File: src/tpl_pkg.sv
// package: register map, field layout, command codes and types of the block
package tpl_pkg;
   localparam int TPL_NUM_PROT = 3;
   localparam int TPL_DOT = 0;
   localparam int TPL_DIE = 1;
   localparam int TPL_CUT = 2;

   localparam logic [7:0] TPL_OFS_PROT_EN = 8'h00;
   localparam logic [7:0] TPL_OFS_DSG_FET = 8'h04;
   localparam logic [7:0] TPL_OFS_CHG_FET = 8'h08;
   localparam logic [7:0] TPL_OFS_DOT_CFG = 8'h0C;
   localparam logic [7:0] TPL_OFS_DIE_CFG = 8'h10;
   localparam logic [7:0] TPL_OFS_CUT_CFG = 8'h14;
   localparam logic [7:0] TPL_OFS_CMD = 8'h18;
   localparam logic [7:0] TPL_OFS_STATUS = 8'h1C;

   // fet configuration bits: bit 0 own protection, bit 1 die protection
   localparam int TPL_FET_OWN_BIT = 0;
   localparam int TPL_FET_DIE_BIT = 1;

   // protection configuration word fields
   localparam int TPL_CFG_TRIP_LSB = 0;
   localparam int TPL_CFG_REC_LSB = 8;
   localparam int TPL_CFG_DLY_LSB = 16;

   // command word: code in [15:0], argument bits in [23:16]
   localparam logic [15:0] TPL_CMD_REGULATOR_CONTROL = 16'h0069;
   localparam logic [15:0] TPL_CMD_PROTECTION_RECOVERY = 16'h009B;
   localparam int TPL_CMD_ARG_LSB = 16;
   localparam int TPL_CONTINUOUS_BIAS_BIT = 0;
   localparam int TPL_TEMPERATURE_RECOVERY_BIT = 0;

   // status word fields
   localparam int TPL_ST_ALERT_LSB = 0;
   localparam int TPL_ST_FAULT_LSB = 8;
   localparam int TPL_ST_DSG_OFF_BIT = 16;
   localparam int TPL_ST_CHG_OFF_BIT = 17;
   localparam int TPL_ST_BIAS_BIT = 18;

   // threshold steps are fractions of the 1v8 reference rail
   localparam int TPL_DOT_STEP_DIVISOR = 359;
   localparam int TPL_CUT_STEP_DIVISOR = 252;
   localparam int TPL_DIE_MIN_C = 25;
   localparam int TPL_DIE_MAX_C = 150;

   localparam logic [2:0] TPL_EN_RESET = 3'h0;
   localparam logic [1:0] TPL_FET_RESET = 2'h0;
   localparam logic [23:0] TPL_CFG_RESET = 24'h000000;

   typedef struct packed {
      logic [7:0] delay;
      logic [7:0] recovery;
      logic [7:0] trip;
   } tpl_prot_cfg_t;
endpackage : tpl_pkg

File: src/tpl_temp_protect.sv
// temperature protection block: three protections behind an apb slave
// Behaviour
// - discharge overtemp alerts when sense below threshold
// - discharge overtemp thresholds 8-bit, ref/359 steps
// - discharge overtemp evaluated only when enabled
// - discharge overtemp faults after programmed interval count
// - discharge overtemp fault cuts discharge drive if selected
// - discharge overtemp recovers when sense reaches recovery
// - zero recovery needs host recovery command
// - trip clears alert, sets fault, applies fet
// - bias only while evaluating unless continuous
// - die overtemp alerts above threshold, 25-150C
// - die overtemp evaluated only when enabled
// - die overtemp faults after programmed interval count
// - die overtemp fault cuts both drives per config
// - die overtemp recovers at or below recovery
// - charge undertemp alerts when sense above threshold
// - charge undertemp thresholds 8-bit, ref/252 steps
// - charge undertemp evaluated only when enabled
// - charge undertemp faults after programmed interval count
// - charge undertemp fault cuts charge drive if selected
// - charge undertemp recovers when sense falls to recovery
// - alert zero when absent, one while pending
//
// Implementation choices: the APB slave port and the register addresses.
module tpl_temp_protect #(
   parameter int CODE_W = 8
) (
   input wire logic REF_CLK,
   input wire logic RST,
   input wire logic PSEL,
   input wire logic PENABLE,
   input wire logic PWRITE,
   input wire logic [7:0] PADDR,
   input wire logic [31:0] PWDATA,
   output logic [31:0] PRDATA,
   output logic PREADY,
   output logic PSLVERR,
   input wire logic EVAL_WINDOW,
   input wire logic EVAL_TICK,
   input wire logic [CODE_W-1:0] THERMISTOR_SENSE_CODE,
   input wire logic [CODE_W-1:0] DIE_TEMP_CODE,
   output logic THERMISTOR_BIAS_EN,
   output logic DISCHARGE_FET_DRIVE_OFF,
   output logic CHARGE_FET_DRIVE_OFF,
   output logic [tpl_pkg::TPL_NUM_PROT-1:0] ALERT_FLAGS,
   output logic [tpl_pkg::TPL_NUM_PROT-1:0] FAULT_FLAGS
);
   import tpl_pkg::*;

   logic [2:0] prot_en_reg;
   logic [1:0] dsg_fet_reg;
   logic [1:0] chg_fet_reg;
   tpl_prot_cfg_t cfg_reg [TPL_NUM_PROT];
   logic continuous_bias_reg;
   logic temp_recovery_cmd;
   logic [31:0] prdata_reg;
   logic [31:0] rd_next;
   logic addr_ok;
   logic wr_acc;
   logic alert_reg [TPL_NUM_PROT];
   logic fault_reg [TPL_NUM_PROT];
   logic [7:0] cnt_reg [TPL_NUM_PROT];
   logic bias_reg;
   logic dsg_off_reg;
   logic chg_off_reg;

   // trip condition: discharge overtemp and die overtemp compare differently
   function automatic logic trip_cond(input int idx,
                                      input logic [CODE_W-1:0] meas,
                                      input logic [7:0] thr);
      logic r;
      r = 1'b0;
      case (idx)
         TPL_DOT: r = meas < CODE_W'(thr);
         TPL_DIE: r = meas > CODE_W'(thr);
         default: r = meas > CODE_W'(thr);
      endcase
      return r;
   endfunction : trip_cond

   // recovery condition against the separate recovery setting
   function automatic logic rec_cond(input int idx,
                                     input logic [CODE_W-1:0] meas,
                                     input logic [7:0] thr);
      logic r;
      r = 1'b0;
      case (idx)
         TPL_DOT: r = meas >= CODE_W'(thr);
         TPL_DIE: r = meas <= CODE_W'(thr);
         default: r = meas <= CODE_W'(thr);
      endcase
      return r;
   endfunction : rec_cond

   function automatic logic map_hit(input logic [7:0] a);
      logic r;
      r = 1'b0;
      case (a)
         TPL_OFS_PROT_EN, TPL_OFS_DSG_FET, TPL_OFS_CHG_FET,
         TPL_OFS_DOT_CFG, TPL_OFS_DIE_CFG, TPL_OFS_CUT_CFG,
         TPL_OFS_CMD, TPL_OFS_STATUS: r = 1'b1;
         default: r = 1'b0;
      endcase
      return r;
   endfunction : map_hit

   // apb: zero wait states, read data captured in the setup cycle
   assign addr_ok = map_hit(PADDR);
   assign PREADY = PSEL & PENABLE;
   assign PSLVERR = PSEL & PENABLE & ~addr_ok;
   assign PRDATA = prdata_reg;
   assign wr_acc = PSEL & PENABLE & PWRITE & addr_ok;

   always_comb begin
      rd_next = 32'h00000000;
      case (PADDR)
         TPL_OFS_PROT_EN: rd_next = {29'h0, prot_en_reg};
         TPL_OFS_DSG_FET: rd_next = {30'h0, dsg_fet_reg};
         TPL_OFS_CHG_FET: rd_next = {30'h0, chg_fet_reg};
         TPL_OFS_DOT_CFG: rd_next = {8'h00, cfg_reg[TPL_DOT]};
         TPL_OFS_DIE_CFG: rd_next = {8'h00, cfg_reg[TPL_DIE]};
         TPL_OFS_CUT_CFG: rd_next = {8'h00, cfg_reg[TPL_CUT]};
         TPL_OFS_STATUS: begin
            rd_next[TPL_ST_ALERT_LSB +: 3] = ALERT_FLAGS;
            rd_next[TPL_ST_FAULT_LSB +: 3] = FAULT_FLAGS;
            rd_next[TPL_ST_DSG_OFF_BIT] = dsg_off_reg;
            rd_next[TPL_ST_CHG_OFF_BIT] = chg_off_reg;
            rd_next[TPL_ST_BIAS_BIT] = bias_reg;
         end
         default: rd_next = 32'h00000000;
      endcase
   end

   always_ff @(posedge REF_CLK) begin
      if (RST) begin
         prdata_reg <= 32'h00000000;
      end else if (PSEL & ~PENABLE & ~PWRITE) begin
         prdata_reg <= rd_next;
      end
   end

   always_ff @(posedge REF_CLK) begin
      if (RST) begin
         prot_en_reg <= TPL_EN_RESET;
         dsg_fet_reg <= TPL_FET_RESET;
         chg_fet_reg <= TPL_FET_RESET;
         cfg_reg[TPL_DOT] <= TPL_CFG_RESET;
         cfg_reg[TPL_DIE] <= TPL_CFG_RESET;
         cfg_reg[TPL_CUT] <= TPL_CFG_RESET;
      end else if (wr_acc) begin
         case (PADDR)
            TPL_OFS_PROT_EN: prot_en_reg <= PWDATA[2:0];
            TPL_OFS_DSG_FET: dsg_fet_reg <= PWDATA[1:0];
            TPL_OFS_CHG_FET: chg_fet_reg <= PWDATA[1:0];
            TPL_OFS_DOT_CFG: cfg_reg[TPL_DOT] <= PWDATA[23:0];
            TPL_OFS_DIE_CFG: cfg_reg[TPL_DIE] <= PWDATA[23:0];
            TPL_OFS_CUT_CFG: cfg_reg[TPL_CUT] <= PWDATA[23:0];
            default: prot_en_reg <= prot_en_reg;
         endcase
      end
   end

   // command register: write-only, acts on the write itself
   assign temp_recovery_cmd = wr_acc && PADDR == TPL_OFS_CMD
      && PWDATA[15:0] == TPL_CMD_PROTECTION_RECOVERY
      && PWDATA[TPL_CMD_ARG_LSB + TPL_TEMPERATURE_RECOVERY_BIT];

   always_ff @(posedge REF_CLK) begin
      if (RST) begin
         continuous_bias_reg <= 1'b0;
      end else if (wr_acc && PADDR == TPL_OFS_CMD
                   && PWDATA[15:0] == TPL_CMD_REGULATOR_CONTROL) begin
         continuous_bias_reg <=
            PWDATA[TPL_CMD_ARG_LSB + TPL_CONTINUOUS_BIAS_BIT];
      end
   end

   // pullup burns current, so by default it is on only while measuring
   always_ff @(posedge REF_CLK) begin
      if (RST) begin
         bias_reg <= 1'b0;
      end else begin
         bias_reg <= continuous_bias_reg | EVAL_WINDOW;
      end
   end
   assign THERMISTOR_BIAS_EN = bias_reg;

   genvar gi;
   generate
      for (gi = 0; gi < TPL_NUM_PROT; gi++) begin : g_prot
         logic [CODE_W-1:0] meas;
         logic cond;
         logic rec_ok;
         assign meas = (gi == TPL_DIE) ? DIE_TEMP_CODE
                                       : THERMISTOR_SENSE_CODE;
         assign cond = trip_cond(gi, meas, cfg_reg[gi].trip);
         // zero recovery setting blocks autonomous recovery
         assign rec_ok = cfg_reg[gi].recovery != 8'h00
            && rec_cond(gi, meas, cfg_reg[gi].recovery);

         // persistence count per tick; >= so a delay lowered mid-count trips
         always_ff @(posedge REF_CLK) begin
            if (RST) begin
               alert_reg[gi] <= 1'b0;
               cnt_reg[gi] <= 8'h00;
            end else if (EVAL_TICK) begin
               if (!prot_en_reg[gi] || fault_reg[gi] || !cond) begin
                  alert_reg[gi] <= 1'b0;
                  cnt_reg[gi] <= 8'h00;
               end else if (cnt_reg[gi] >= cfg_reg[gi].delay) begin
                  alert_reg[gi] <= 1'b0;
                  cnt_reg[gi] <= 8'h00;
               end else begin
                  alert_reg[gi] <= 1'b1;
                  cnt_reg[gi] <= cnt_reg[gi] + 8'h01;
               end
            end
         end

         // fault latch; a trip in the same cycle as host recovery wins
         always_ff @(posedge REF_CLK) begin
            if (RST) begin
               fault_reg[gi] <= 1'b0;
            end else if (EVAL_TICK && prot_en_reg[gi] && !fault_reg[gi]
                         && cond && cnt_reg[gi] >= cfg_reg[gi].delay) begin
               fault_reg[gi] <= 1'b1;
            end else if (temp_recovery_cmd) begin
               fault_reg[gi] <= 1'b0;
            end else if (EVAL_TICK && fault_reg[gi] && rec_ok) begin
               fault_reg[gi] <= 1'b0;
            end
         end

         assign ALERT_FLAGS[gi] = alert_reg[gi];
         assign FAULT_FLAGS[gi] = fault_reg[gi];
      end
   endgenerate

   // fet drive cut-off, each source gated by its autonomous-control bit
   always_ff @(posedge REF_CLK) begin
      if (RST) begin
         dsg_off_reg <= 1'b0;
      end else begin
         dsg_off_reg <=
            (fault_reg[TPL_DOT] & dsg_fet_reg[TPL_FET_OWN_BIT])
            | (fault_reg[TPL_DIE] & dsg_fet_reg[TPL_FET_DIE_BIT]);
      end
   end

   always_ff @(posedge REF_CLK) begin
      if (RST) begin
         chg_off_reg <= 1'b0;
      end else begin
         chg_off_reg <=
            (fault_reg[TPL_CUT] & chg_fet_reg[TPL_FET_OWN_BIT])
            | (fault_reg[TPL_DIE] & chg_fet_reg[TPL_FET_DIE_BIT]);
      end
   end
   assign DISCHARGE_FET_DRIVE_OFF = dsg_off_reg;
   assign CHARGE_FET_DRIVE_OFF = chg_off_reg;

   // checks
   property p_dot_alert;
      @(posedge REF_CLK) disable iff (RST)
      EVAL_TICK && prot_en_reg[TPL_DOT] && !fault_reg[TPL_DOT]
      && THERMISTOR_SENSE_CODE < CODE_W'(cfg_reg[TPL_DOT].trip)
      && cfg_reg[TPL_DOT].delay != 8'h00 && cnt_reg[TPL_DOT] == 8'h00
      |=> ALERT_FLAGS[TPL_DOT] && !FAULT_FLAGS[TPL_DOT];
   endproperty
   a_dot_alert: assert property (p_dot_alert)
      else $error("discharge overtemp alert not raised");

   property p_disabled_quiet;
      @(posedge REF_CLK) disable iff (RST)
      EVAL_TICK && !prot_en_reg[TPL_CUT] |=> !ALERT_FLAGS[TPL_CUT];
   endproperty
   a_disabled_quiet: assert property (p_disabled_quiet)
      else $error("disabled charge undertemp raised alert");

   property p_die_en;
      @(posedge REF_CLK) disable iff (RST)
      !prot_en_reg[TPL_DIE] && !FAULT_FLAGS[TPL_DIE]
      && !temp_recovery_cmd |=> !FAULT_FLAGS[TPL_DIE];
   endproperty
   a_die_en: assert property (p_die_en)
      else $error("disabled die overtemp faulted");

   property p_zero_delay;
      @(posedge REF_CLK) disable iff (RST)
      EVAL_TICK && prot_en_reg[TPL_CUT] && !fault_reg[TPL_CUT]
      && THERMISTOR_SENSE_CODE > CODE_W'(cfg_reg[TPL_CUT].trip)
      && cfg_reg[TPL_CUT].delay == 8'h00
      |=> FAULT_FLAGS[TPL_CUT] && !ALERT_FLAGS[TPL_CUT];
   endproperty
   a_zero_delay: assert property (p_zero_delay)
      else $error("zero delay did not trip at once");

   property p_trip_clears_alert;
      @(posedge REF_CLK) disable iff (RST)
      $rose(FAULT_FLAGS[TPL_DIE]) |-> !ALERT_FLAGS[TPL_DIE]
      && $past(ALERT_FLAGS[TPL_DIE]) == (cfg_reg[TPL_DIE].delay != 8'h00);
   endproperty
   a_trip_clears_alert: assert property (p_trip_clears_alert)
      else $error("trip did not follow alert correctly");

   property p_dsg_cut;
      @(posedge REF_CLK) disable iff (RST)
      FAULT_FLAGS[TPL_DOT] && dsg_fet_reg[TPL_FET_OWN_BIT]
      |=> DISCHARGE_FET_DRIVE_OFF;
   endproperty
   a_dsg_cut: assert property (p_dsg_cut)
      else $error("discharge drive not cut on fault");

   property p_chg_cut;
      @(posedge REF_CLK) disable iff (RST)
      ##1 CHARGE_FET_DRIVE_OFF |-> $past(
         (fault_reg[TPL_CUT] & chg_fet_reg[TPL_FET_OWN_BIT])
         | (fault_reg[TPL_DIE] & chg_fet_reg[TPL_FET_DIE_BIT]));
   endproperty
   a_chg_cut: assert property (p_chg_cut)
      else $error("charge drive cut without cause");

   property p_no_auto_rec;
      @(posedge REF_CLK) disable iff (RST)
      FAULT_FLAGS[TPL_DOT] && cfg_reg[TPL_DOT].recovery == 8'h00
      && !temp_recovery_cmd |=> FAULT_FLAGS[TPL_DOT];
   endproperty
   a_no_auto_rec: assert property (p_no_auto_rec)
      else $error("fault recovered with zero recovery setting");

   property p_rec;
      @(posedge REF_CLK) disable iff (RST)
      EVAL_TICK && fault_reg[TPL_CUT] && cfg_reg[TPL_CUT].recovery != 8'h00
      && THERMISTOR_SENSE_CODE <= CODE_W'(cfg_reg[TPL_CUT].recovery)
      |=> !FAULT_FLAGS[TPL_CUT];
   endproperty
   a_rec: assert property (p_rec)
      else $error("charge undertemp did not recover");

   property p_bias;
      @(posedge REF_CLK) disable iff (RST)
      !continuous_bias_reg && !EVAL_WINDOW ##1 !continuous_bias_reg
      |-> !THERMISTOR_BIAS_EN;
   endproperty
   a_bias: assert property (p_bias)
      else $error("bias on outside evaluation");

   property p_dot_trip;
      @(posedge REF_CLK) disable iff (RST)
      EVAL_TICK && prot_en_reg[TPL_DOT] && !fault_reg[TPL_DOT]
      && THERMISTOR_SENSE_CODE < CODE_W'(cfg_reg[TPL_DOT].trip)
      && cnt_reg[TPL_DOT] >= cfg_reg[TPL_DOT].delay
      |=> FAULT_FLAGS[TPL_DOT] && !ALERT_FLAGS[TPL_DOT];
   endproperty
   a_dot_trip: assert property (p_dot_trip)
      else $error("discharge overtemp did not trip after delay");

   property p_die_rec;
      @(posedge REF_CLK) disable iff (RST)
      EVAL_TICK && fault_reg[TPL_DIE] && cfg_reg[TPL_DIE].recovery != 8'h00
      && DIE_TEMP_CODE <= CODE_W'(cfg_reg[TPL_DIE].recovery)
      |=> !FAULT_FLAGS[TPL_DIE];
   endproperty
   a_die_rec: assert property (p_die_rec)
      else $error("die overtemp did not recover");

   property p_host_rec;
      @(posedge REF_CLK) disable iff (RST)
      temp_recovery_cmd && !EVAL_TICK |=> FAULT_FLAGS == 3'h0;
   endproperty
   a_host_rec: assert property (p_host_rec)
      else $error("recovery command left a fault latched");

   property p_cut_alert;
      @(posedge REF_CLK) disable iff (RST)
      EVAL_TICK && !(THERMISTOR_SENSE_CODE > CODE_W'(cfg_reg[TPL_CUT].trip))
      |=> !ALERT_FLAGS[TPL_CUT];
   endproperty
   a_cut_alert: assert property (p_cut_alert)
      else $error("charge undertemp alert without condition");
endmodule : tpl_temp_protect

File: config.mk
export PLATFORM = sky130hd
export DESIGN_NAME = tpl_temp_protect
export DESIGN_NICKNAME = d
export VERILOG_FILES = /design/src/tpl_pkg.sv /design/src/tpl_temp_protect.sv
export SDC_FILE = /design/constraint.sdc
export NUM_CORES = 1
export LEC_CHECK = 0
export BUFFER_PORTS_ARGS = -buffer_cell sky130_fd_sc_hd__buf_2
export CELL_PAD_IN_SITES_DETAIL_PLACEMENT = 1
export CELL_PAD_IN_SITES_GLOBAL_PLACEMENT = 2
export CORE_AREA = 2 2 143 145
export CTS_BUF_LIST = sky130_fd_sc_hd__clkbuf_8
export DETAILED_ROUTE_END_ITERATION = 6
export DIE_AREA = 0 0 145 147
export PLACE_DENSITY_LB_ADDON = 0.1
export SLEW_MARGIN = 25
export SYNTH_ARGS = -nofsm -noshare
export SYNTH_HDL_FRONTEND = slang
export SYNTH_SLANG_ARGS = --single-unit
File: constraint.sdc
create_clock -name REF_CLK -period 2.56 [get_ports REF_CLK]
set_input_delay 0 -clock REF_CLK [delete_from_list [all_inputs] [get_ports REF_CLK]]
set_output_delay 0 -clock REF_CLK [all_outputs]
set_load 0.1 [all_outputs]
=== Word-level counts from Yosys, hierarchy flattened ===
Memory sizes are Yosys's and may differ from the RTL's.
Cells that the tools add are included.

* Register bits after elaboration: 43
* RAM bits: 102
* Bits in read-only memories: 32
* Bits of input ports: 63
* Logic and storage cells: 255
* Memories kept: 5

* $add $sub $neg: 3
* $lt $le $gt $ge: 9
* Eq/ne operators: 9
* Muxes and demuxes: 127
* Bitwise gates (word level): 46
* Reductions and logical operators: 48

{| class="wikitable"
|+ Memory list
! memory !! depth !! bits a word !! rd ports !! clocked after Yosys merged registers in !! wr ports !! line !! text
|-
| cfg_reg || 3 || 24 || 3 || 0 || 3 || tpl_temp_protect.sv:54 || <nowiki>tpl_prot_cfg_t cfg_reg [TPL_NUM_PROT];</nowiki>
|-
| (no name shown) || 32 || 1 || 1 || 0 || 0 || tpl_temp_protect.sv:99 || <nowiki>case (a)</nowiki>
|-
| cnt_reg || 3 || 8 || 3 || 0 || 3 || tpl_temp_protect.sv:63 || <nowiki>logic [7:0] cnt_reg [TPL_NUM_PROT];</nowiki>
|-
| alert_reg || 3 || 1 || 3 || 0 || 3 || tpl_temp_protect.sv:61 || <nowiki>logic alert_reg [TPL_NUM_PROT];</nowiki>
|-
| fault_reg || 3 || 1 || 3 || 0 || 3 || tpl_temp_protect.sv:62 || <nowiki>logic fault_reg [TPL_NUM_PROT];</nowiki>
|}

{| class="wikitable"
|+ Operators with widths
! kind !! count
|-
| 1-bit 2-to-1 mux || 109
|-
| 24-bit 2-to-1 mux || 3
|-
| 8-bit 2-to-1 mux || 9
|-
| 5-bit one-hot mux with 3 select lines || 3
|-
| 1-bit bitwise OR || 33
|-
| 8-bit by 5-bit equality test with 1-bit output, second input constant || 4
|-
| 8-bit greater-or-equal comparator || 4
|-
| 1-bit logical AND || 25
|-
| 8-bit by 1-bit adder with 8-bit output, second input constant || 3
|-
| 3-bit one-hot mux with 4 select lines || 2
|-
| 8-bit nonzero test || 3
|-
| 3-bit one-hot mux with 7 select lines || 1
|-
| 16-bit by 7-bit equality test with 1-bit output, second input constant || 1
|-
| 16-bit by 8-bit equality test with 1-bit output, second input constant || 1
|-
| 8-bit by 4-bit equality test with 1-bit output, second input constant || 2
|-
| 8-bit greater-than comparator || 2
|-
| 8-bit less-or-equal comparator || 2
|-
| 1-bit AND || 10
|-
| 1-bit zero test || 9
|-
| 8-bit by 3-bit equality test with 1-bit output, second input constant || 1
|-
| 8-bit zero test || 1
|-
| 8-bit less-than comparator || 1
|-
| 1-bit logical OR || 6
|-
| 2-bit AND reduction || 3
|-
| 2 further kinds || 4
|}

=== Longest topological paths before layout ===
Gate-level depths: netlist of the first run.

* Depth in word-level cells: 12
* Gate-level depth with buffers: 7
* Gate-level depth less buffers: 7

=== Worst setup path before layout of the first run ===
No wires, ideal clock.

* Path kind: input to register
* From: in PSEL
* To: mem cfg_reg[0][0] (netlist bit) (enable)
* Library setup time: 380 ps
* Arrival: 1785 ps
* Data required time: 2180 ps
* Slack: 395 ps
* Stages: 4
* Path buffers: 1
* Cell sequence: and2_1 and4_1 buf_2 a21o_1

{| class="wikitable"
|+ RTL lines
! element !! line !! text
|-
| start: declaration || tpl_temp_protect.sv:31 || <nowiki>input wire logic PSEL,</nowiki>
|-
| end: declaration || tpl_temp_protect.sv:54 ||
|}

==> flow_metrics.py, run 1 <==
metrics = {
    "setup_path": {
        "path_cells": "inv_1 -> ha_1 -> nand2b_1 -> a2111oi_2 -> o311a_1 -> o211ai_1 -> nor2_1",
        "startpoint": "cnt_reg[2][0]",
        "critical_path_class": "flip-flop to flip-flop",
        "reg2reg_to": "cnt_reg[2][7]",
        "cp_max_fo": 9,
        "critPathLaunchType": "flip-flop",
        "arrival_ns": 2.63,
        "cpPeakStageDelay_ns": 0.49,
        "critPathTopFamily": "compound AO/OA/AOI/OAI gates",
        "reg2reg_slack_ns": 0.24,
        "crit_slowest_cell": "a2111oi_2",
        "rr_worst_depth": 7,
        "cp-endpoint": "cnt_reg[2][7]",
        "crit_buf_inv": 1,
        "crit_required_ns": 2.87,
        "path_depth": 7,
        "end_kind": "flip-flop",
        "timing.rr.start": "cnt_reg[2][0]",
    },
    "clock_tree": {
        "root_buffer": "clkbuf_8",
        "cts_sinks": 137,
        "cts_htree_levels": 4,
        "cts_buffer_depth": 2,
        "clk_latency_ns": 0.46,
        "cts_made_buffers": 17,
        "cts_tree": "built",
        "path_clk_slew_ns": 0.08,
    },
    "logic_synthesis": {
        "synthArstFlopShare_pct": 0,
        "synth_edf_count": 102,
        "avgSynthCellArea_um2": 10.76,
        "synth_ff_type": "edfxtp_1",
        "ys_seq_area_share_pct": 49.35,
        "ys_ff_latch": 137,
        "yosysTopAreaCellShare_pct": 40.16,
        "synthTopCellsByCount": "edfxtp_1 (102), inv_1 (81), ha_1 (74)",
        "syn_area_um2": 7626,
        "yosysMostFrequentCell": "edfxtp_1",
        "yosys.area.top_type": "edfxtp_1",
        "netlist_instances": 709,
        "ys_types": 71,
        "yosysWarnings": 0,
        "synthTopCellsByArea": "edfxtp_1 (40%), ha_1 (12%), dfxtp_1 (9.2%)",
    },
    "drt": {
        "ant_nets": 0,
        "avgViaCountPerCell": 5.340,
        "drc": 0,
        "drt_first_pass_iters": 5,
        "drtIter0Drc": 364,
        "finalWirelength_mm": 23.72,
        "wl_per_cell_um": 21.20,
        "num_vias": 5975,
    },
    "power_and_ir_drop": {
        "p_leak_nw": 3.936,
        "power_density_nw_per_um2": 552.6,
        "ir_drop_mv": 0.3183,
        "power_mw": 5.002,
    },
    "placement": {
        "dp_hpwl_mm": 18.21,
        "port_buffers": 89,
        "placed_area_um2": 8333,
        "pre_cts_slack_ns": 0.09772,
        "place_congestion": 0.8211,
    },
    "sta": {
        "worst_pin_slew_ns": 0.9491,
        "grt_setup_unrepaired": "false",
        "relSlewSlack_pct": 36.06,
        "max_freq_ghz": 0.4313,
        "hold_viol": 0,
        "setup_viol": 0,
        "period_share_pct": 90.57,
        "finalWorstSetupSlack_ns": 0.2413,
        "post-route-min-period_ns": 2.319,
        "drv_slew": 0,
        "totalNegativeSetupSlack_ns": 0,
        "fin_skew_ns": 0.01305,
    },
    "final_layout": {
        "antenna_cells": 0,
        "fin_area_um2": 9051,
        "n_fill_cell": 2241,
        "largest_register_ff_count": 72,
        "drive_gt1_share_pct": 17.31,
        "final_net_count": 973,
        "syn2layout_area_growth_pct": 18.69,
    },
    "outcome": {
        "outcome": "finished, final reports clean",
    },
    "global_routing": {
        "grt_pass1_wl_mm": 36.89,
        "grt_usage_pct": 22.95,
        "first_global_vias": 6223,
        "antenna_found_initial": 0,
        "grt_overflow": 0,
        "grt_max_degree": 28,
    },
    "floorplan": {
        "dieWidth_um": 145,
        "initial_utilization_pct": 38.43,
        "fp-row-count": 52,
        "die_area_um2": 21320,
        "core_um2": 19840,
        "num_io_pins": 106,
        "fp.dieH_um": 147,
    },
    "worst_hold_path": {
        "worstHoldPathType": "primary input to flip-flop",
    },
    "flow_run": {
        "maxCapViolations": 0,
    },
}
## placed cells by master, fill, tap and decap left out, types with 4 or more instances in the layout
| master | instances |
|---|---|
| o21a_1 | 4 |
| clkinv_2 | 5 |
| nand2b_1 | 4 |
| xor2_1 | 13 |
| nand3_1 | 23 |
| clkbuf_8 | 17 |
| nor2_1 | 51 |
| a21oi_1 | 24 |
| o21ai_1 | 21 |
| nor3b_1 | 4 |
| a21o_1 | 8 |
| nor2b_1 | 8 |
| conb_1 | 8 |
| nand2_1 | 47 |
| buf_4 | 14 |
| nor4_1 | 9 |
| buf_2 | 89 |
| inv_1 | 83 |
| o211ai_1 | 9 |
| dfxtp_1 | 35 |
| nand4_1 | 13 |
| and2_1 | 26 |
| edfxtp_1 | 102 |
| and3_1 | 7 |
| ha_1 | 74 |
| o21ai_0 | 9 |
| nor3_1 | 6 |
| a222oi_1 | 15 |
| xnor2_1 | 5 |
| mux2i_1 | 18 |
| dlygate4sd3_1 | 30 |
## worst min-delay path by stage
stage	to	cells past startpoint	start	slack, ns
after detailed placement	THERMISTOR_BIAS_EN	3	EVAL_WINDOW	0.22
after global routing	cfg_reg[0][7]	2	PWDATA[7]	0.006
final	cfg_reg[0][55]	2	PWDATA[7]	0.01
after global placement	THERMISTOR_BIAS_EN	3	EVAL_WINDOW	0.21
after floorplan	THERMISTOR_BIAS_EN	2	EVAL_WINDOW	0.12
after CTS	cfg_reg[0][55]	2	PWDATA[7]	0.001
## cell families (layout without fill, tap and decap cells)
| kind of cell | Yosys count | count (layout) | synth area share [%] |
|---|---|---|---|
| compound gates | 126 | 126 | 11.60 |
| simple gates | 220 | 220 | 15.57 |
| xor+xnor | 18 | 18 | 2.067 |
| mux | 20 | 20 | 2.658 |
| flops | 137 | 137 | 49.35 |
| fa+ha+maj | 74 | 74 | 12.14 |
| buf+inv | 113 | 246 | 6.563 |
| other cells | 1 | 8 | 0.04917 |
## where the power goes
part	internal (mW)	total, mW	switching (mW)	leakage [nW]
clock network	0.947	1.84	0.890	0.204
logic	0.219	0.622	0.404	2.44
registers	2.46	2.54	0.0834	1.30
## final cells by class
type | count | area [um^2] | area share (%)
inverters | 81 | 304.0 | 3.359
repair buffers | 133 | 850.8 | 9.400
flip-flops and latches | 137 | 3764 | 41.58
clock inverters | 15 | 162.7 | 1.797
clock buffers | 17 | 234.0 | 2.585
well taps | 270 | 337.8 | 3.732
multi-input cells | 466 | 3398 | 37.54
## per-layer routing
metal	vias up	share of wire (%)	track usage, %
li1	2825	-	-
met1	2962	47	32.02
met2	163	47	37.45
met3	25	4.2	3.261
met4	0	1.6	6.535
met5	-	0	0
## stage by stage
step | std cells | hold slack (ns) | util [%]
floorplan | 716 | 0.1158 | -
global placement | 1055 | 0.2092 | 41.99
detailed placement | 1055 | 0.2228 | 41.99
CTS | 1117 | 0.001149 | 45.50
global route | 1119 | 0.006282 | 45.61
finish | 1119 | 0.01421 | 45.61
## what timing repair did
| action | in CTS | in global routing |
|---|---|---|
| hold buffers | 30 | 0 |
| resized for setup | 0 | 2 |
| setup buffers | 0 | 2 |
| endpoints found under the hold margin | 73 | 0 |
| endpoints found under the setup margin | 0 | 19 |
Power figures use the tool's default switching activity.
==> inputs of run 2 (changes only) <==
--- a/config.mk
+++ b/config.mk
@@ -8,10 +8,9 @@
 export BUFFER_PORTS_ARGS = -buffer_cell sky130_fd_sc_hd__buf_2
 export CELL_PAD_IN_SITES_DETAIL_PLACEMENT = 1
 export CELL_PAD_IN_SITES_GLOBAL_PLACEMENT = 2
-export CORE_AREA = 2 2 143 145
-export CTS_BUF_LIST = sky130_fd_sc_hd__clkbuf_8
+export CORE_AREA = 2 2 145 147
 export DETAILED_ROUTE_END_ITERATION = 6
-export DIE_AREA = 0 0 145 147
+export DIE_AREA = 0 0 147 149
 export PLACE_DENSITY_LB_ADDON = 0.1
 export SLEW_MARGIN = 25
 export SYNTH_ARGS = -nofsm -noshare
==> constraint.sdc (replaced) <==
create_clock -name REF_CLK -period 2.56 [get_ports REF_CLK]
set_input_delay 0 -clock REF_CLK [delete_from_list [all_inputs] [get_ports REF_CLK]]
set_output_delay 0 -clock REF_CLK [all_outputs]
set_load 0.02 [all_outputs]
==> run 2 against run 1 <==
Net effect:
- worst setup slack lost 0.0071 ns
- die area grew 2.8%
- maximum frequency shrank 0.30%
- core utilization shrank 0.51 points
- clock skew shrank 0.0046 ns
- first-iteration DRC count grew 25%
- cell count grew 0.27%
- count of clock-buffer cells in the layout grew 3
- cell area grew 2.4%
- combinational power shrank 13%
- non-clock buffer count shrank 2
==> flow_metrics.py, run 2 (synthesis gave the netlist of run 1 again) <==
metrics = {
    "clock_tree": {
        "cts_htree_levels": 4,
        "cts_buffer_depth": 2,
        "path_clk_slew_ns": 0.06,
        "cts_tree": "built",
        "root_buffer": "clkbuf_16",
        "cts_made_buffers": 17,
        "cts_sinks": 137,
        "clk_latency_ns": 0.43,
    },
    "setup_path": {
        "arrival_ns": 2.62,
        "critPathLaunchType": "flip-flop",
        "cp_max_fo": 9,
        "critical_path_class": "flip-flop to flip-flop",
        "crit_required_ns": 2.85,
        "end_kind": "flip-flop",
    },
    "sta": {
        "setup_viol": 0,
        "max_freq_ghz": 0.4300,
        "grt_setup_unrepaired": "false",
        "fin_skew_ns": 0.008456,
        "worst_pin_slew_ns": 0.7984,
        "post-route-min-period_ns": 2.326,
        "drv_slew": 0,
        "whs_ns": 0.01549,
        "totalNegativeSetupSlack_ns": 0,
        "period_share_pct": 90.85,
        "relSlewSlack_pct": 46.64,
        "hold_viol": 0,
    },
    "power_and_ir_drop": {
        "p_leak_nw": 4.028,
        "ir_drop_mv": 0.4406,
        "power_density_nw_per_um2": 625.1,
    },
    "final_layout": {
        "final_common_cell": "edfxtp_1",
        "final_net_count": 971,
        "final_cell_mix": "edfxtp_1 (102), buf_2 (89), inv_1 (81), ha_1 (74), nor2_1 (51)",
        "largest_register_ff_count": 72,
        "drive_gt1_share_pct": 17.24,
        "antenna_cells": 0,
        "syn2layout_area_growth_pct": 21.59,
    },
    "drt": {
        "drc": 0,
        "finalWirelength_mm": 23.95,
        "drt_first_pass_iters": 7,
        "avgViaCountPerCell": 5.327,
        "drtIter0Drc": 454,
        "wl_per_cell_um": 21.35,
        "ant_nets": 0,
        "num_vias": 5977,
    },
    "placement": {
        "place_congestion": 0.8413,
        "dp_hpwl_mm": 18.02,
        "port_buffers": 89,
    },
    "floorplan": {
        "dieWidth_um": 147,
        "die_area_um2": 21900,
        "initial_utilization_pct": 37.10,
        "fp-row-count": 53,
        "num_io_pins": 106,
        "core_um2": 20560,
        "fp.dieH_um": 149,
    },
    "worst_hold_path": {
        "worstHoldPathType": "primary input to flip-flop",
    },
    "global_routing": {
        "grt_pass1_wl_mm": 36.66,
        "grt_max_degree": 28,
        "grt_usage_pct": 22.66,
        "grt_overflow": 0,
        "first_global_vias": 6329,
        "antenna_found_initial": 0,
    },
    "flow_run": {
        "maxCapViolations": 0,
    },
    "outcome": {
        "outcome": "finished, final reports clean",
    },
}
run 2: worst paths after layout:
| kind | from | end | slack, ns | cells past startpoint |
|---|---|---|---|---|
| min reg2reg | PRDATA[7] | PRDATA[7] | 0.44 | 2 |
| min | PADDR[6] | PRDATA[1] | 0.02 | 4 |
| max reg2reg | cnt_reg[1][0] | cnt_reg[1][6] | 0.23 | 8 |
| max | cnt_reg[1][0] | cnt_reg[1][6] | 0.23 | 8 |
run 2: repair_timing:
item	4_1_cts	5_1_grt
endpoints found under the setup margin	0	11
hold buffers	26	0
hold endpoints to repair	66	0
buffers inserted	0	2
resized for setup	0	1
run 2: per-layer routing:
metal  track usage (%)  up-vias  routed length (um)
li1                  -     2826                   -
met1             30.37     2958               11000
met2             37.51      164               11190
met3             3.700       29                1210
met4             7.740        0                 553
met5                 0        -                   0
run 2: worst max-delay path, cell delays in order (launching register included):
cell and delay, ns:
edfxtp_1 0.43, inv_1 0.09, ha_1 0.21, nand2b_1 0.13, a2111oi_0 0.46, o31a_1 0.30
nand4b_1 0.20, buf_4 0.23, nor2_1 0.12
run 2: cell type report:
| type | instances | area [um^2] |
|---|---|---|
| Timing Repair Buffer | 131 | 825.8 |
| Clock buffer | 20 | 446.7 |
| Inverter | 81 | 304.0 |
| Sequential cell | 137 | 3764 |
| Clock inverter | 12 | 195.2 |
| Tap cell | 275 | 344.1 |
| Multi-Input combinational cell | 466 | 3393 |
| Fill cell | 2309 | 11280 |
run 2: where the power goes:
part           switching, mW  internal, mW  total (mW)
clock network          0.958          1.75        2.71
registers             0.0830          2.46        2.55
logic                  0.326         0.216       0.542
total                   1.37          4.43        5.80
run 2: metrics by stage:
| stage | total power, mW | instance area [um^2] | std cells | utilization (%) | worst slack [ns] |
|---|---|---|---|---|---|
| after global placement | 3.078 | 8354 | 1062 | 40.64 | 0.2426 |
| after detailed placement | 3.101 | 8354 | 1062 | 40.64 | 0.1210 |
| after CTS | 5.845 | 9256 | 1120 | 45.03 | 0.06833 |
| after floorplan | 2.872 | 7652 | 716 | - | 0.5374 |
| after global routing | 6.023 | 9273 | 1122 | 45.11 | 0.08668 |
| final | 5.797 | 9273 | 1122 | 45.11 | 0.2342 |
==> inputs of run 3 (changes only) <==
--- a/config.mk
+++ b/config.mk
@@ -6,12 +6,15 @@
 export NUM_CORES = 1
 export LEC_CHECK = 0
 export BUFFER_PORTS_ARGS = -buffer_cell sky130_fd_sc_hd__buf_2
+export CAP_MARGIN = 30
 export CELL_PAD_IN_SITES_DETAIL_PLACEMENT = 1
 export CELL_PAD_IN_SITES_GLOBAL_PLACEMENT = 2
 export CORE_AREA = 2 2 145 147
 export DETAILED_ROUTE_END_ITERATION = 6
 export DIE_AREA = 0 0 147 149
+export GPL_TIMING_DRIVEN = 0
 export PLACE_DENSITY_LB_ADDON = 0.1
+export SKIP_LAST_GASP = 1
 export SLEW_MARGIN = 25
 export SYNTH_ARGS = -nofsm -noshare
 export SYNTH_HDL_FRONTEND = slang
==> run 3 against run 2 <==
Net effect:
- clock power is 11% lower
- count of clock-buffer cells in the layout up 4
- critical path depth fell by 1
- clock skew grew 0.0024 ns
- combinational power up 3%
- worst hold slack better by 0.026 ns
- total power decreased by 4.8%
- die area unchanged
- via count is 0.47% higher
- wire length up 2.2%
- worst setup slack worse by 0.16 ns
- critical endpoint is now cfg_reg[0][71]
- largest cell class unchanged
==> flow_metrics.py, run 3 (synthesis gave the netlist of run 1 again) <==
metrics = {
    "placement": {
        "dpl.cell_count": 1079,
        "port_buffers": 88,
        "place_congestion": 0.8467,
        "dp_hpwl_mm": 19.05,
        "placed_area_um2": 8441,
    },
    "power_and_ir_drop": {
        "p_leak_nw": 4.043,
        "p_seq_share_pct": 46.1,
        "ir_drop_mv": 0.4144,
        "switching_share_pct": 24.46,
        "comb_power_share_pct": 10.1,
        "power_density_nw_per_um2": 596.8,
        "internal_power_mw": 4.170,
        "p_clk_share_pct": 43.8,
        "p_switching_mw": 1.350,
    },
    "setup_path": {
        "end_kind": "flip-flop",
        "arrival_ns": 2.53,
        "timing.rr.start": "cfg_reg[0][16]",
        "rr_worst_depth": 7,
        "critical_path_class": "primary input to flip-flop",
        "critPathLaunchType": "primary input",
        "cp_max_fo": 24,
        "crit_required_ns": 2.61,
        "crit_slowest_cell": "nor3b_4",
        "cpPeakStageDelay_ns": 0.67,
        "path_cells": "dlygate4sd3_1 -> buf_2 -> inv_1 -> nand3_4 -> nor3b_4 -> buf_6 -> a21o_2",
        "startpoint": "PADDR[6]",
    },
    "final_layout": {
        "final_net_count": 984,
        "syn2layout_area_growth_pct": 21.28,
        "fin_area_um2": 9249,
        "stdcell_count": 1135,
        "antenna_cells": 0,
        "n_fill_cell": 2346,
        "fin_util_pct": 44.99,
        "drive_gt1_share_pct": 18.37,
        "largest_register_ff_count": 72,
        "final_common_cell": "edfxtp_1",
        "final_cell_mix": "edfxtp_1 (102), buf_2 (95), inv_1 (81), ha_1 (74), nor2_1 (51)",
    },
    "drt": {
        "avgViaCountPerCell": 5.291,
        "wl_per_cell_um": 21.58,
        "finalWirelength_mm": 24.49,
        "num_vias": 6005,
        "drtIter0Drc": 416,
        "ant_nets": 0,
        "drc": 0,
        "drt_first_pass_iters": 5,
    },
    "sta": {
        "fin_skew_ns": 0.01087,
        "drv_slew": 0,
        "max_freq_ghz": 0.4025,
        "post-route-min-period_ns": 2.485,
        "grt_setup_unrepaired": "false",
        "hold_viol": 0,
        "setup_viol": 0,
        "relSlewSlack_pct": 33.69,
        "worst_pin_slew_ns": 0.9842,
        "period_share_pct": 97.05,
    },
    "global_routing": {
        "first_global_vias": 6471,
        "grt_pass1_wl_mm": 37.38,
        "grt_usage_pct": 23.06,
        "grt_overflow": 0,
        "grt_max_degree": 28,
        "antenna_found_initial": 0,
    },
    "floorplan": {
        "fp.dieH_um": 149,
        "num_io_pins": 106,
        "dieWidth_um": 147,
        "die_area_um2": 21900,
        "fp-row-count": 53,
        "initial_utilization_pct": 37.10,
        "core_um2": 20560,
    },
    "clock_tree": {
        "cts_made_buffers": 17,
        "path_clk_slew_ns": 0.05,
        "cts_sinks": 137,
        "cts_tree": "built",
        "root_buffer": "clkbuf_16",
        "cts_buffer_depth": 2,
        "clk_latency_ns": 0.42,
        "cts_htree_levels": 4,
    },
    "worst_hold_path": {
        "hold_start": "PWDATA[6]",
        "whs_path_depth": 2,
        "worstHoldPathType": "primary input to flip-flop",
    },
    "flow_run": {
        "maxCapViolations": 0,
    },
    "outcome": {
        "outcome": "finished, final reports clean",
    },
}
==> run 3: worst max-delay path, delay by kind of cell <==
family / cells / cell delay, ns
buf+inv: 4 / 1.09
simple gates: 2 / 0.83
compound gates: 1 / 0.59
==> run 3: metrics by stage <==
stage	power (mW)	hold slack [ns]	setup WS [ns]	setup TNS, ns
after global routing	5.721	0.03096	0.006687	0
after detailed placement	3.116	0.2272	-0.1096	-2.737
after floorplan	2.872	0.1158	0.5374	0
after CTS	5.543	0.01216	0.03759	0
final	5.519	0.04190	0.07544	0
after global placement	3.089	0.2175	-0.4348	-12.86
==> run 3: worst paths after layout <==
| path | end | slack, ns |
|---|---|---|
| worst max register to register | cnt_reg[0][5] | 0.23 |
| worst min-delay path | cfg_reg[0][54] | 0.04 |
| worst max-delay path | cfg_reg[0][71] | 0.08 |
| worst min register to register | PRDATA[13] | 0.44 |
==> run 3: cell type report <==
type | count | area (um^2) | share of cell area [%]
plain buffers | 32 | 196.4 | 2.124
clock buffers | 24 | 471.7 | 5.100
clock inverters | 8 | 97.59 | 1.055
inverters | 81 | 304.0 | 3.287
multi-input cells | 466 | 3398 | 36.74
flip-flops and latches | 137 | 3764 | 40.69
well taps | 275 | 344.1 | 3.720
repair buffers | 112 | 673.1 | 7.278
==> run 3: repair_timing <==
| item | in CTS | in global routing |
|---|---|---|
| pin swaps | 1 | 2 |
| setup buffers | 1 | 1 |
| gates resized for setup | 1 | 1 |
| endpoints found under the setup margin | 16 | 28 |
| hold endpoints to repair | 58 | 0 |
| hold buffers | 21 | 0 |
==> run 3: metal layers <==
metal	up-vias	track usage (%)	routed length (um)
met5	-	0	0
met2	163	40.09	11820
met4	0	5.913	363
met1	2966	30.28	11320
met3	22	3.517	989
li1	2854	-	-
==> run 3: power by group through the flow <==
stage | sequential (mW) | combinational (mW) | clock (mW)
final | 2.54 | 0.556 | 2.42
after CTS | 2.54 | 0.555 | 2.44
after floorplan | 2.55 | 0.323 | 0
after global routing | 2.55 | 0.624 | 2.54
after global placement | 2.59 | 0.502 | 0
after detailed placement | 2.59 | 0.526 | 0
